**src/rtl/sts_params.svh**
```systemverilog
// Notes on behaviour
// - Internal supply low holds all logic but the input synchroniser reset
// - Micro supply low drives micro reset low
// - Pass switch on when entering Active
// - Pass switch off only entering Sleep or in core reset
// - Watchdog resets leave pass switch alone
// - Battery over/undervoltage forces gates off
// - Battery fault shown on supply fault pin
// - Prewarn temperature drives warning flag high
// - Shutdown kills regulator, gates, transceiver, reset
// - Resume Active once below shutdown threshold
// - Warning flag low below prewarn threshold
// - Power-on enters Active without wake-up
// - Falling sleep request held low enters Sleep
`ifndef STS_PARAMS_SVH
`define STS_PARAMS_SVH
`define STS_CLK_MHZ 25
`define STS_GOTOSLEEP_NS 10000
`define STS_GOTOSLEEP_CYC ((`STS_GOTOSLEEP_NS * `STS_CLK_MHZ + 999) / 1000)
`define STS_SYNC_W 7
`define STS_GATE_OFF 6'h00
`endif

```
**src/rtl/sts_pkg.sv**
```systemverilog
package sts_pkg;
    typedef enum logic [1:0] {STS_ACTIVE, STS_SLEEP, STS_HOT} sts_mode_e;
endpackage

```
**src/rtl/sts_sync.sv**
```systemverilog
`timescale 1ns/1ps
`default_nettype none
module sts_sync #(
    parameter int W = 1
) (
    input wire logic clk,
    input wire logic rst,
    input wire logic [W-1:0] din,
    output logic [W-1:0] dout
);
    typedef struct packed {
        logic [W-1:0] s1;
        logic [W-1:0] s2;
        logic [W-1:0] s3;
        logic [W-1:0] q;
    } sts_sync_s;
    sts_sync_s st_r;
    sts_sync_s st_nxt;
    // Third stage filters: change taken when second and third agree
    always_comb
    begin
        st_nxt = st_r;
        st_nxt.s1 = din;
        st_nxt.s2 = st_r.s1;
        st_nxt.s3 = st_r.s2;
        for (int i = 0; i < W; i++)
        begin
            if (st_r.s2[i] == st_r.s3[i])
            begin
                st_nxt.q[i] = st_r.s3[i];
            end
        end
    end
    always_ff @(posedge clk or posedge rst)
    begin
        if (rst)
        begin
            st_r <= '0;
        end
        else
        begin
            st_r <= st_nxt;
        end
    end
    assign dout = st_r.q;
endmodule
`default_nettype wire

```
**src/rtl/sts_supervisor.sv**
```systemverilog
`timescale 1ns/1ps
`default_nettype none
`include "sts_params.svh"
module sts_supervisor
    import sts_pkg::*;
#(
    parameter int SLEEP_CYC = `STS_GOTOSLEEP_CYC
) (
    input wire logic clk,
    input wire logic rst,
    input wire logic intSupplyGood,
    input wire logic mcuSupplyGood,
    input wire logic batOverVolt,
    input wire logic batUnderVolt,
    input wire logic tempPrewarn,
    input wire logic tempShutdown,
    input wire logic sleepRequestIn,
    input wire logic watchdogReset,
    input wire logic [5:0] gateReq,
    output logic [5:0] gateOut,
    output logic batteryPassSwitchOut,
    output logic supplyFaultFlag,
    output logic thermalWarningFlag,
    output logic mcuReset_n,
    output logic mcuRegEnable,
    output logic linEnable,
    output logic sleepMode
);
    logic [`STS_SYNC_W-1:0] syncIn;
    logic [`STS_SYNC_W-1:0] syncOut;
    logic intGood;
    logic mcuGood;
    logic batFault;
    logic warm;
    logic hot;
    logic sleepReq;
    logic coreRst;

    typedef struct packed {
        sts_mode_e mode;
        logic sleepPrev;
        logic armed;
        logic [15:0] lowCnt;
        logic [5:0] gate;
        logic pass;
        logic fault;
        logic warn;
        logic rstn;
        logic regEn;
        logic linEn;
        logic slp;
    } sts_state_s;
    sts_state_s st_r;
    sts_state_s st_nxt;

    // Internal supply good synchronised too: its low level is the core reset
    assign syncIn = {sleepRequestIn, mcuSupplyGood, batOverVolt, batUnderVolt,
                     tempPrewarn, tempShutdown, intSupplyGood};
    sts_sync #(.W(`STS_SYNC_W)) uSync (
        .clk(clk),
        .rst(rst),
        .din(syncIn),
        .dout(syncOut)
    );
    assign {sleepReq, mcuGood, batFault, hot} =
        {syncOut[6], syncOut[5], syncOut[4] | syncOut[3], syncOut[1]};
    assign warm = syncOut[2];
    assign intGood = syncOut[0];
    // Synchronised low internal supply held as core reset
    assign coreRst = rst | ~intGood;

    always_comb
    begin
        st_nxt = st_r;
        st_nxt.sleepPrev = sleepReq;
        // Falling edge arms, any high level before the count disarms
        if (st_r.sleepPrev && !sleepReq)
        begin
            st_nxt.armed = 1'b1;
            st_nxt.lowCnt = 16'h0000;
        end
        else if (sleepReq)
        begin
            st_nxt.armed = 1'b0;
            st_nxt.lowCnt = 16'h0000;
        end
        else if (st_r.armed && st_r.lowCnt < 16'(SLEEP_CYC))
        begin
            st_nxt.lowCnt = st_r.lowCnt + 16'h0001;
        end
        unique case (st_r.mode)
            STS_ACTIVE:
            begin
                if (hot)
                begin
                    st_nxt.mode = STS_HOT;
                end
                else if (st_r.armed && st_r.lowCnt >= 16'(SLEEP_CYC - 1))
                begin
                    st_nxt.mode = STS_SLEEP;
                    st_nxt.armed = 1'b0;
                end
            end
            STS_SLEEP:
            begin
                // No wake-up source here: only core reset leaves Sleep
                st_nxt.mode = STS_SLEEP;
            end
            STS_HOT:
            begin
                // Sleep request ignored while hot; stale arming dropped
                st_nxt.armed = 1'b0;
                if (!hot)
                begin
                    st_nxt.mode = STS_ACTIVE;
                end
            end
        endcase
        // Pass switch drops only in Sleep; watchdog input ignored
        st_nxt.pass = (st_nxt.mode != STS_SLEEP);
        st_nxt.regEn = (st_nxt.mode == STS_ACTIVE);
        st_nxt.linEn = (st_nxt.mode == STS_ACTIVE);
        st_nxt.slp = (st_nxt.mode == STS_SLEEP);
        st_nxt.fault = batFault;
        st_nxt.warn = warm;
        if (batFault || st_nxt.mode != STS_ACTIVE)
        begin
            st_nxt.gate = `STS_GATE_OFF;
        end
        else
        begin
            st_nxt.gate = gateReq;
        end
        st_nxt.rstn = mcuGood && !hot && (st_nxt.mode == STS_ACTIVE);
    end

    always_ff @(posedge clk or posedge coreRst)
    begin
        if (coreRst)
        begin
            st_r <= '{mode: STS_ACTIVE, sleepPrev: 1'b0, armed: 1'b0,
                      lowCnt: 16'h0000, gate: `STS_GATE_OFF, pass: 1'b0,
                      fault: 1'b0, warn: 1'b0, rstn: 1'b0, regEn: 1'b0,
                      linEn: 1'b0, slp: 1'b0};
        end
        else
        begin
            st_r <= st_nxt;
        end
    end

    assign gateOut = st_r.gate;
    assign batteryPassSwitchOut = st_r.pass;
    assign supplyFaultFlag = st_r.fault;
    assign thermalWarningFlag = st_r.warn;
    assign mcuReset_n = st_r.rstn;
    assign mcuRegEnable = st_r.regEn;
    assign linEnable = st_r.linEn;
    assign sleepMode = st_r.slp;

    // Unused: watchdog resets must not reach the pass switch
    logic wdUnused;
    assign wdUnused = watchdogReset;
endmodule
`default_nettype wire

```
**config.mk**
```make
export PLATFORM = sky130hd
export DESIGN_NAME = sts_supervisor
export DESIGN_NICKNAME = d
export VERILOG_FILES = /design/src/rtl/sts_pkg.sv /design/src/rtl/sts_sync.sv /design/src/rtl/sts_supervisor.sv
export VERILOG_INCLUDE_DIRS = /design/src /design/src/rtl
export SDC_FILE = /design/constraint.sdc
export NUM_CORES = 1
export LEC_CHECK = 0
export BUFFER_PORTS_ARGS = -buffer_cell sky130_fd_sc_hd__buf_2
export CORE_MARGIN = 2
export CORE_UTILIZATION = 60
export DETAILED_ROUTE_END_ITERATION = 8
export PLACE_DENSITY = 0.8
export SETUP_SLACK_MARGIN = 0.5
export SKIP_CTS_REPAIR_TIMING = 1
export SLEW_MARGIN = 20
export SYNTH_ARGS = -nofsm -noshare
export SYNTH_HDL_FRONTEND = slang
export SYNTH_SLANG_ARGS = --single-unit
```
**constraint.sdc**
```tcl
create_clock -name clk -period 6.1 [get_ports clk]
set_clock_uncertainty 0.1 [all_clocks]
set_input_delay 0.915 -clock clk [delete_from_list [all_inputs] [get_ports clk]]
set_output_delay 0.915 -clock clk [all_outputs]
set_load 0.05 [all_outputs]
```
==> results.md, run 1 <==
* Async S/R FF share, synth at 100%
* Nets at 227
* WHS Path Cells at 0
* Vias in the first global route at around 1400
* Slowest CP cell: a32oi_1
* Post-synth EDFFs at 0
* DR vias/cell at 5.43
* Tmin final at roughly 2.5 ns
* Die Span Y at about 65 µm
* Worst setup EP type: flip-flop
* Main synth FF type: dfrtp_1
* Setup Viol. Count Final at 0
* H-tree levels at 3
* Flop2flop setup slack at ~3.6 ns
* Worst-Margin Slew at between 0.9 and 1 ns
* Synthesis-to-layout area growth at 14.7%
* Initial detailed-routing violation count at 99
* Total CTS buffers at 9
* Global-route met2 utilization at approximately 32%
* Number of diodes at 0
* Met1 layer usage reported by global route at 25.6%
* Status: completed
* CTS tree: built
* Worst-Skew Late Latency at 0.32 ns
* DR vias at roughly 1400
* Largest net degree at the start of global routing at 33
* WL final at ~3600 µm
* Leakage at between 0.001 and 0.0015 µW
* Maximum VDD drop at 195 µV
* CP cell instances: inv_1 > ha_1 > or3b_2 > or3b_1 > a32oi_1 > o21ai_0
* Synth cell types at 37
* GRT Total Usage at between 20% and 30%
* Crit path max-delay family: compound AO/OA/AOI/OAI gates
* Placed Instance Area at about 2400 µm²
* Syn avg cell area at 12.9 µm²
* PortBufs at 27
* Synth Warn # at 0
* Synth Net Count at roughly 200
* First-pass GRT wire length at ~6300 µm
* Fin crit share at between 40 and 50%
* HP Start: uSync.st_nxt[20]
* Setup TNS at 0 ns
* Hpwl dp at between 2000 and 2500 µm
* Worst hold path class: reg2reg
* Buffers and inverters on the worst path at 1
* WHS Endpoint: uSync.st_nxt[13]
* Relative slew slack at 37.0%
* Root Buffer: clkbuf_8
* Fin area at approximately 2600 µm²
* Met3 Track Usage GR at 4.62%
* Clk buf depth at 2
* Die area at ~4300 µm²
* Rows at 22
* Crit-path max FO at 11
* Antenna violations before repair at 0
* Cell area after synthesis at 2270 µm²
* IO Pins at 29
* Synth Instances at approximately 180
* Hold slack at around 0.25 ns
* Share of cells above drive strength 1 at about 24%
* Reg2reg start: st_r[13]
* Final Wtd Congestion at approximately 0.86
* Max Clk Rate at slightly above 400 MHz
* CTS sink cnt at 60
* Max incr delay on CP at 0.74 ns
* Seq/Total Area, Yosys at roughly 66%
* Final hold violations at 0
* Power Density at approximately 370 nW/µm²
* Die width at about 65 µm
* Clk pin slew, worst setup/hold paths at 0.06 ns
* Core area at roughly 3600 µm²
* Number of remaining DRC errors at 0
* Total grt overflow at 0
* Kind of critical path: reg2reg
* #FFs+latches synth at 60
* Initial Util at between 60% and 70%
* Slew Limit Fails at 0
* Core Util, Final at a little under three quarters
* Worst EP required at a little over 6 ns
* # Max-Cap Violations at 0
* RSZ-0062 raised after global routing: false
* ANT nets after route at 0
* Critical Path AT at between 2 and 3 ns
* RR Endpoint: batteryPassSwitchOut
* CP Launch Type: flip-flop
* DR pass1 iterations at 5
* GR peak layer: met2
* R2r worst-path depth at 6
* Wire per inst at between 10 and 15 µm
sequential cells by signal (all words and copies together) (netlist names):
signal                flops
batteryPassSwitchOut      1
gateOut                   6
linEnable                 1
mcuReset_n                1
sleepMode                 1
st_r                     20
supplyFaultFlag           1
thermalWarningFlag        1
uSync.dout                7
uSync.st_nxt             14
uSync.st_r                7
cell type report:
cell class	count	area, µm²
clock buffer	14	173
clock inverter	1	30.0
fill	268	1030
inverter	8	30.0
multi-input combinational	98	662
sequential	60	1500
tap	48	60.1
timing repair buffer	28	143
metrics by stage:
stage                     instances  setup slack [ns]  power (µW)
after global placement          242              3.68         610
after floorplan                 176              3.21         590
after global routing            257              3.40        1010
after detailed placement        242              3.62         620
after CTS                       257              3.58         977
final                           257              3.61         968
worst max-delay path by stage:
stage | startpoint | to | slack [ns] | depth (start not counted)
floorplan | rst | batteryPassSwitchOut | 3.21 | 1
global placement | st_r[13] | batteryPassSwitchOut | 3.68 | 6
detailed placement | st_r[13] | batteryPassSwitchOut | 3.62 | 6
CTS | st_r[13] | batteryPassSwitchOut | 3.58 | 6
global route | st_r[14] | batteryPassSwitchOut | 3.40 | 6
finish | st_r[13] | batteryPassSwitchOut | 3.61 | 6
power breakdown:
| part | internal, µW | switching [µW] |
|---|---|---|
| Sequential | 427 | 18.6 |
| Combinational | 49.4 | 120 |
| Clock | 220 | 133 |
synthesized netlist by cell type, types with 2 or more instances:
cell type / n / area (µm²)
o21ai_0: 5 / 25.0
nand3_1: 5 / 25.0
and2_2: 2 / 15.0
nor3_1: 7 / 35.0
buf_4: 8 / 60.1
inv_1: 8 / 30.0
ha_1: 6 / 75.1
and2_1: 7 / 43.8
o31ai_1: 3 / 22.5
dfrtp_1: 60 / 1500
nand2_1: 11 / 41.3
nor2b_1: 3 / 18.8
nor2_1: 7 / 26.3
nor4_2: 2 / 25.0
a21oi_1: 10 / 50.1
or4_1: 5 / 37.5
maj3_1: 7 / 70.1
cell usage in the layout (no fill, tap or decap), types with 2 or more instances in the layout:
cell type   n
nand3_1     5
or4_1       5
nor2_1      7
o31ai_1     3
o21ai_0     5
clkbuf_1    2
buf_2      27
inv_1       8
maj3_1      7
and2_1      7
clkbuf_8   12
a21oi_1    10
nor4_2      2
nor3_1      7
nand2_1    11
ha_1        6
and2_2      2
nor2b_1     2
dfrtp_1    60
kinds of logic (layout without fill, tap and decap cells):
logic type | Yosys count | in the layout | share of synthesized area (%)
DFF | 60 | 60 | 66.3
and+or+nand+nor | 58 | 58 | 14.8
AOI/OAI and AO/OA | 27 | 27 | 7.90
buffers and inverters | 18 | 51 | 4.64
adders and majority gates | 13 | 13 | 6.41
per-layer routing:
metal / share of wire, % / vias up / wire length, µm
li1: - / 666 / -
met2: 53 / 34 / 1910
met5: 0 / - / 0
met4: 2.2 / 0 / 79
met3: 3.9 / 11 / 140
met1: 41 / 684 / 1490
Note: power is estimated with default switching activity, not from simulation.
==> run 2: changes to the inputs <==
--- a/config.mk
+++ b/config.mk
@@ -8,9 +8,9 @@
 export LEC_CHECK = 0
 export BUFFER_PORTS_ARGS = -buffer_cell sky130_fd_sc_hd__buf_2
 export CORE_MARGIN = 2
-export CORE_UTILIZATION = 60
+export CORE_UTILIZATION = 56
 export DETAILED_ROUTE_END_ITERATION = 8
-export PLACE_DENSITY = 0.8
+export PLACE_DENSITY = 0.76
 export SETUP_SLACK_MARGIN = 0.5
 export SKIP_CTS_REPAIR_TIMING = 1
 export SLEW_MARGIN = 20
==> constraint.sdc (replaced) <==
create_clock -name clk -period 2.56 [get_ports clk]
set_clock_uncertainty 0.1 [all_clocks]
set_input_delay 0.384 -clock clk [delete_from_list [all_inputs] [get_ports clk]]
set_output_delay 0.384 -clock clk [all_outputs]
set_load 0.05 [all_outputs]
==> run 2 against run 1 <==
Against the previous run: final area increased by 3.3%; core utilization decreased by 3.4 points; via count increased by 2.5%; register-to-register slack got worse by 3.0 ns; first-iteration DRC count decreased by 30%; combinational power increased to 2.6 times the previous value; clock power increased by 110%; die area increased by 6.7%; routed wire length increased by 5.8%; power increased by 130%; sequential power increased by 140%; global-route usage decreased by 1.9 points; critical path type unchanged; critical endpoint is now mcuReset_n; largest cell class unchanged.
==> results.md, run 2 (same netlist as run 1, synthesis figures left out) <==
* Status: completed
* Fin crit share at 77.6%
* Worst-Margin Slew at about 0.44 ns
* Register area at 1500 µm²
* IO Pins at 29
* # Max-Cap Violations at 0
* Setup Viol. Count Final at 0
* Clk buf depth at 2
* Largest net degree at the start of global routing at 33
* Setup TNS at 0 ns
* Core Util, Final at between 60% and 70%
* RR Endpoint: mcuReset_n
* Relative slew slack at approximately 70%
* Final Wtd Congestion at 0.739
* Crit-path max FO at 10
* DR vias at 1430
* PortBufs at 27
* Hpwl dp at ~2500 µm
* ANT nets after route at 0
* Top reg by flops: st_r
* Power Density at ~830 nW/µm²
* Root Buffer: clkbuf_8
* Area occupied by multi-input gates at around 730 µm²
* Slowest CP cell: dfrtp_1
* Worst-Skew Late Latency at around 0.33 ns
* R2r worst-path depth at 7
* Wire per inst at around 14 µm
* Core area at approximately 4000 µm²
* CTS tree: built
* Crit path to: mcuReset_n
* First-pass GRT wire length at 5910 µm
* GRT Total Usage at about 18%
* Worst EP required at ~2.7 ns
* Flop2flop setup slack at ~0.57 ns
* Maximum VDD drop at between 500 and 600 µV
* Die area at 4570 µm²
* Initial detailed-routing violation count at just under 70
* Hold slack at around 0.012 ns
* Rows at 23
* WL final at 3820 µm
* Worst hold path class: in2async
* Final hold violations at 0
* Worst setup EP type: flip-flop
* PnR Total Power at around 2200 µW
* Most frequent cells in the layout: dfrtp_1 (59), buf_2 (27), nand2_1 (11), clkbuf_8 (11), a21oi_1 (10)
* Clk pin slew, worst setup/hold paths at 0.06 ns
* Total grt overflow at 0
* Initial Util at a little under three fifths
* Commonest non-fill, non-tap cell in the layout: dfrtp_1
* Max Clk Rate at ~500 MHz
* Nets at roughly 230
* Share of cells above drive strength 1 at 29.8%
* Synthesis-to-layout area growth at 18.5%
* Kind of critical path: reg2reg
* Number of diodes at 0
* RSZ-0062 raised after global routing: true
* Number of remaining DRC errors at 0
* Slew Limit Fails at 0
* CP Launch Type: flip-flop
* Max FFs per register at 20
* Critical Path AT at 2.12 ns
* Die Span Y at 67.6 µm
* Vias in the first global route at ~1400
* Total CTS buffers at 9
* H-tree levels at 3
* Crit. Startpoint: st_r[31]
* CP cell instances: inv_1 > ha_1 > a21bo_2 > a2bb2oi_2 > a311oi_2 > buf_4 > nor4b_2
* Fillcell total at approximately 270
* Leakage at about 0.0012 µW
* Antenna violations before repair at 0
* Tmin final at roughly 2 ns
* Max incr delay on CP at between 0.3 and 0.4 ns
* CTS sink cnt at 60
* Die width at around 68 µm
* Reg2reg start: st_r[31]
* DR vias/cell at 5.40
* DR pass1 iterations at 6
[run 2: changes by cell type in the layout (fill, tap and decap cells not counted), moves of 2 or more]
| cell | delta |
|---|---|
| buf_4 | +4 |
| buf_6 | +2 |
| clkinv_2 | +2 |
| nor4_2 | -2 |
| nor4_4 | +2 |
| or3b_4 | +2 |
[run 2: worst max-delay path, delay by kind of cell, from the launching register on]
kind,cells,cell delay [ns]
AO/OA/AOI/OAI,3,0.49
flip-flops,1,0.39
adder cells (fa/ha/maj),1,0.37
buffers and inverters,2,0.28
AND/OR/NAND/NOR,1,0.25
[run 2: how the worst min path moves through the flow]
stage                                  end  slack, ns        startpoint  depth (start not counted)
after CTS                    uSync.dout[0]       0.02               rst                          3
after global routing      uSync.st_nxt[18]       0.04       batOverVolt                          1
after floorplan           uSync.st_nxt[10]       0.23  uSync.st_nxt[17]                          0
after detailed placement  uSync.st_nxt[12]       0.24  uSync.st_nxt[19]                          0
final                     uSync.st_nxt[19]       0.01               rst                          3
after global placement    uSync.st_nxt[13]       0.23  uSync.st_nxt[20]                          0
[run 2: routing by layer]
metal | GRT usage (%) | routed length, µm
met5 | 0 | 0
met1 | 20.9 | 1630
met4 | 12.2 | 77
met2 | 30.1 | 2000
met3 | 5.00 | 116
[run 2: through the flow]
| stage | std cells | area (µm²) | worst slack [ns] |
|---|---|---|---|
| 2_1_floorplan | 176 | 2270 | 0.598 |
| 3_3_place_gp | 247 | 2420 | 0.526 |
| 3_5_place_dp | 247 | 2420 | 0.472 |
| 4_1_cts | 262 | 2590 | 0.467 |
| 5_1_grt | 265 | 2690 | 0.473 |
| 6_report | 265 | 2690 | 0.573 |
[run 2: final cells by class]
class,instances,share of cell area [%]
inverter,8,1.12
sequential,60,56.0
timing repair buffer,34,7.27
tap,50,2.33
multi-input combinational,98,27.0
clock inverter,2,0.373
clock buffer,13,5.92
[run 2: power breakdown]
group | total, µW | internal [µW] | switching (µW) | leakage [µW]
Sequential | 1060 | 1020 | 42.1 | 0.000753
Clock | 728 | 396 | 332 | 0.0000893
Combinational | 439 | 146 | 293 | 0.000388
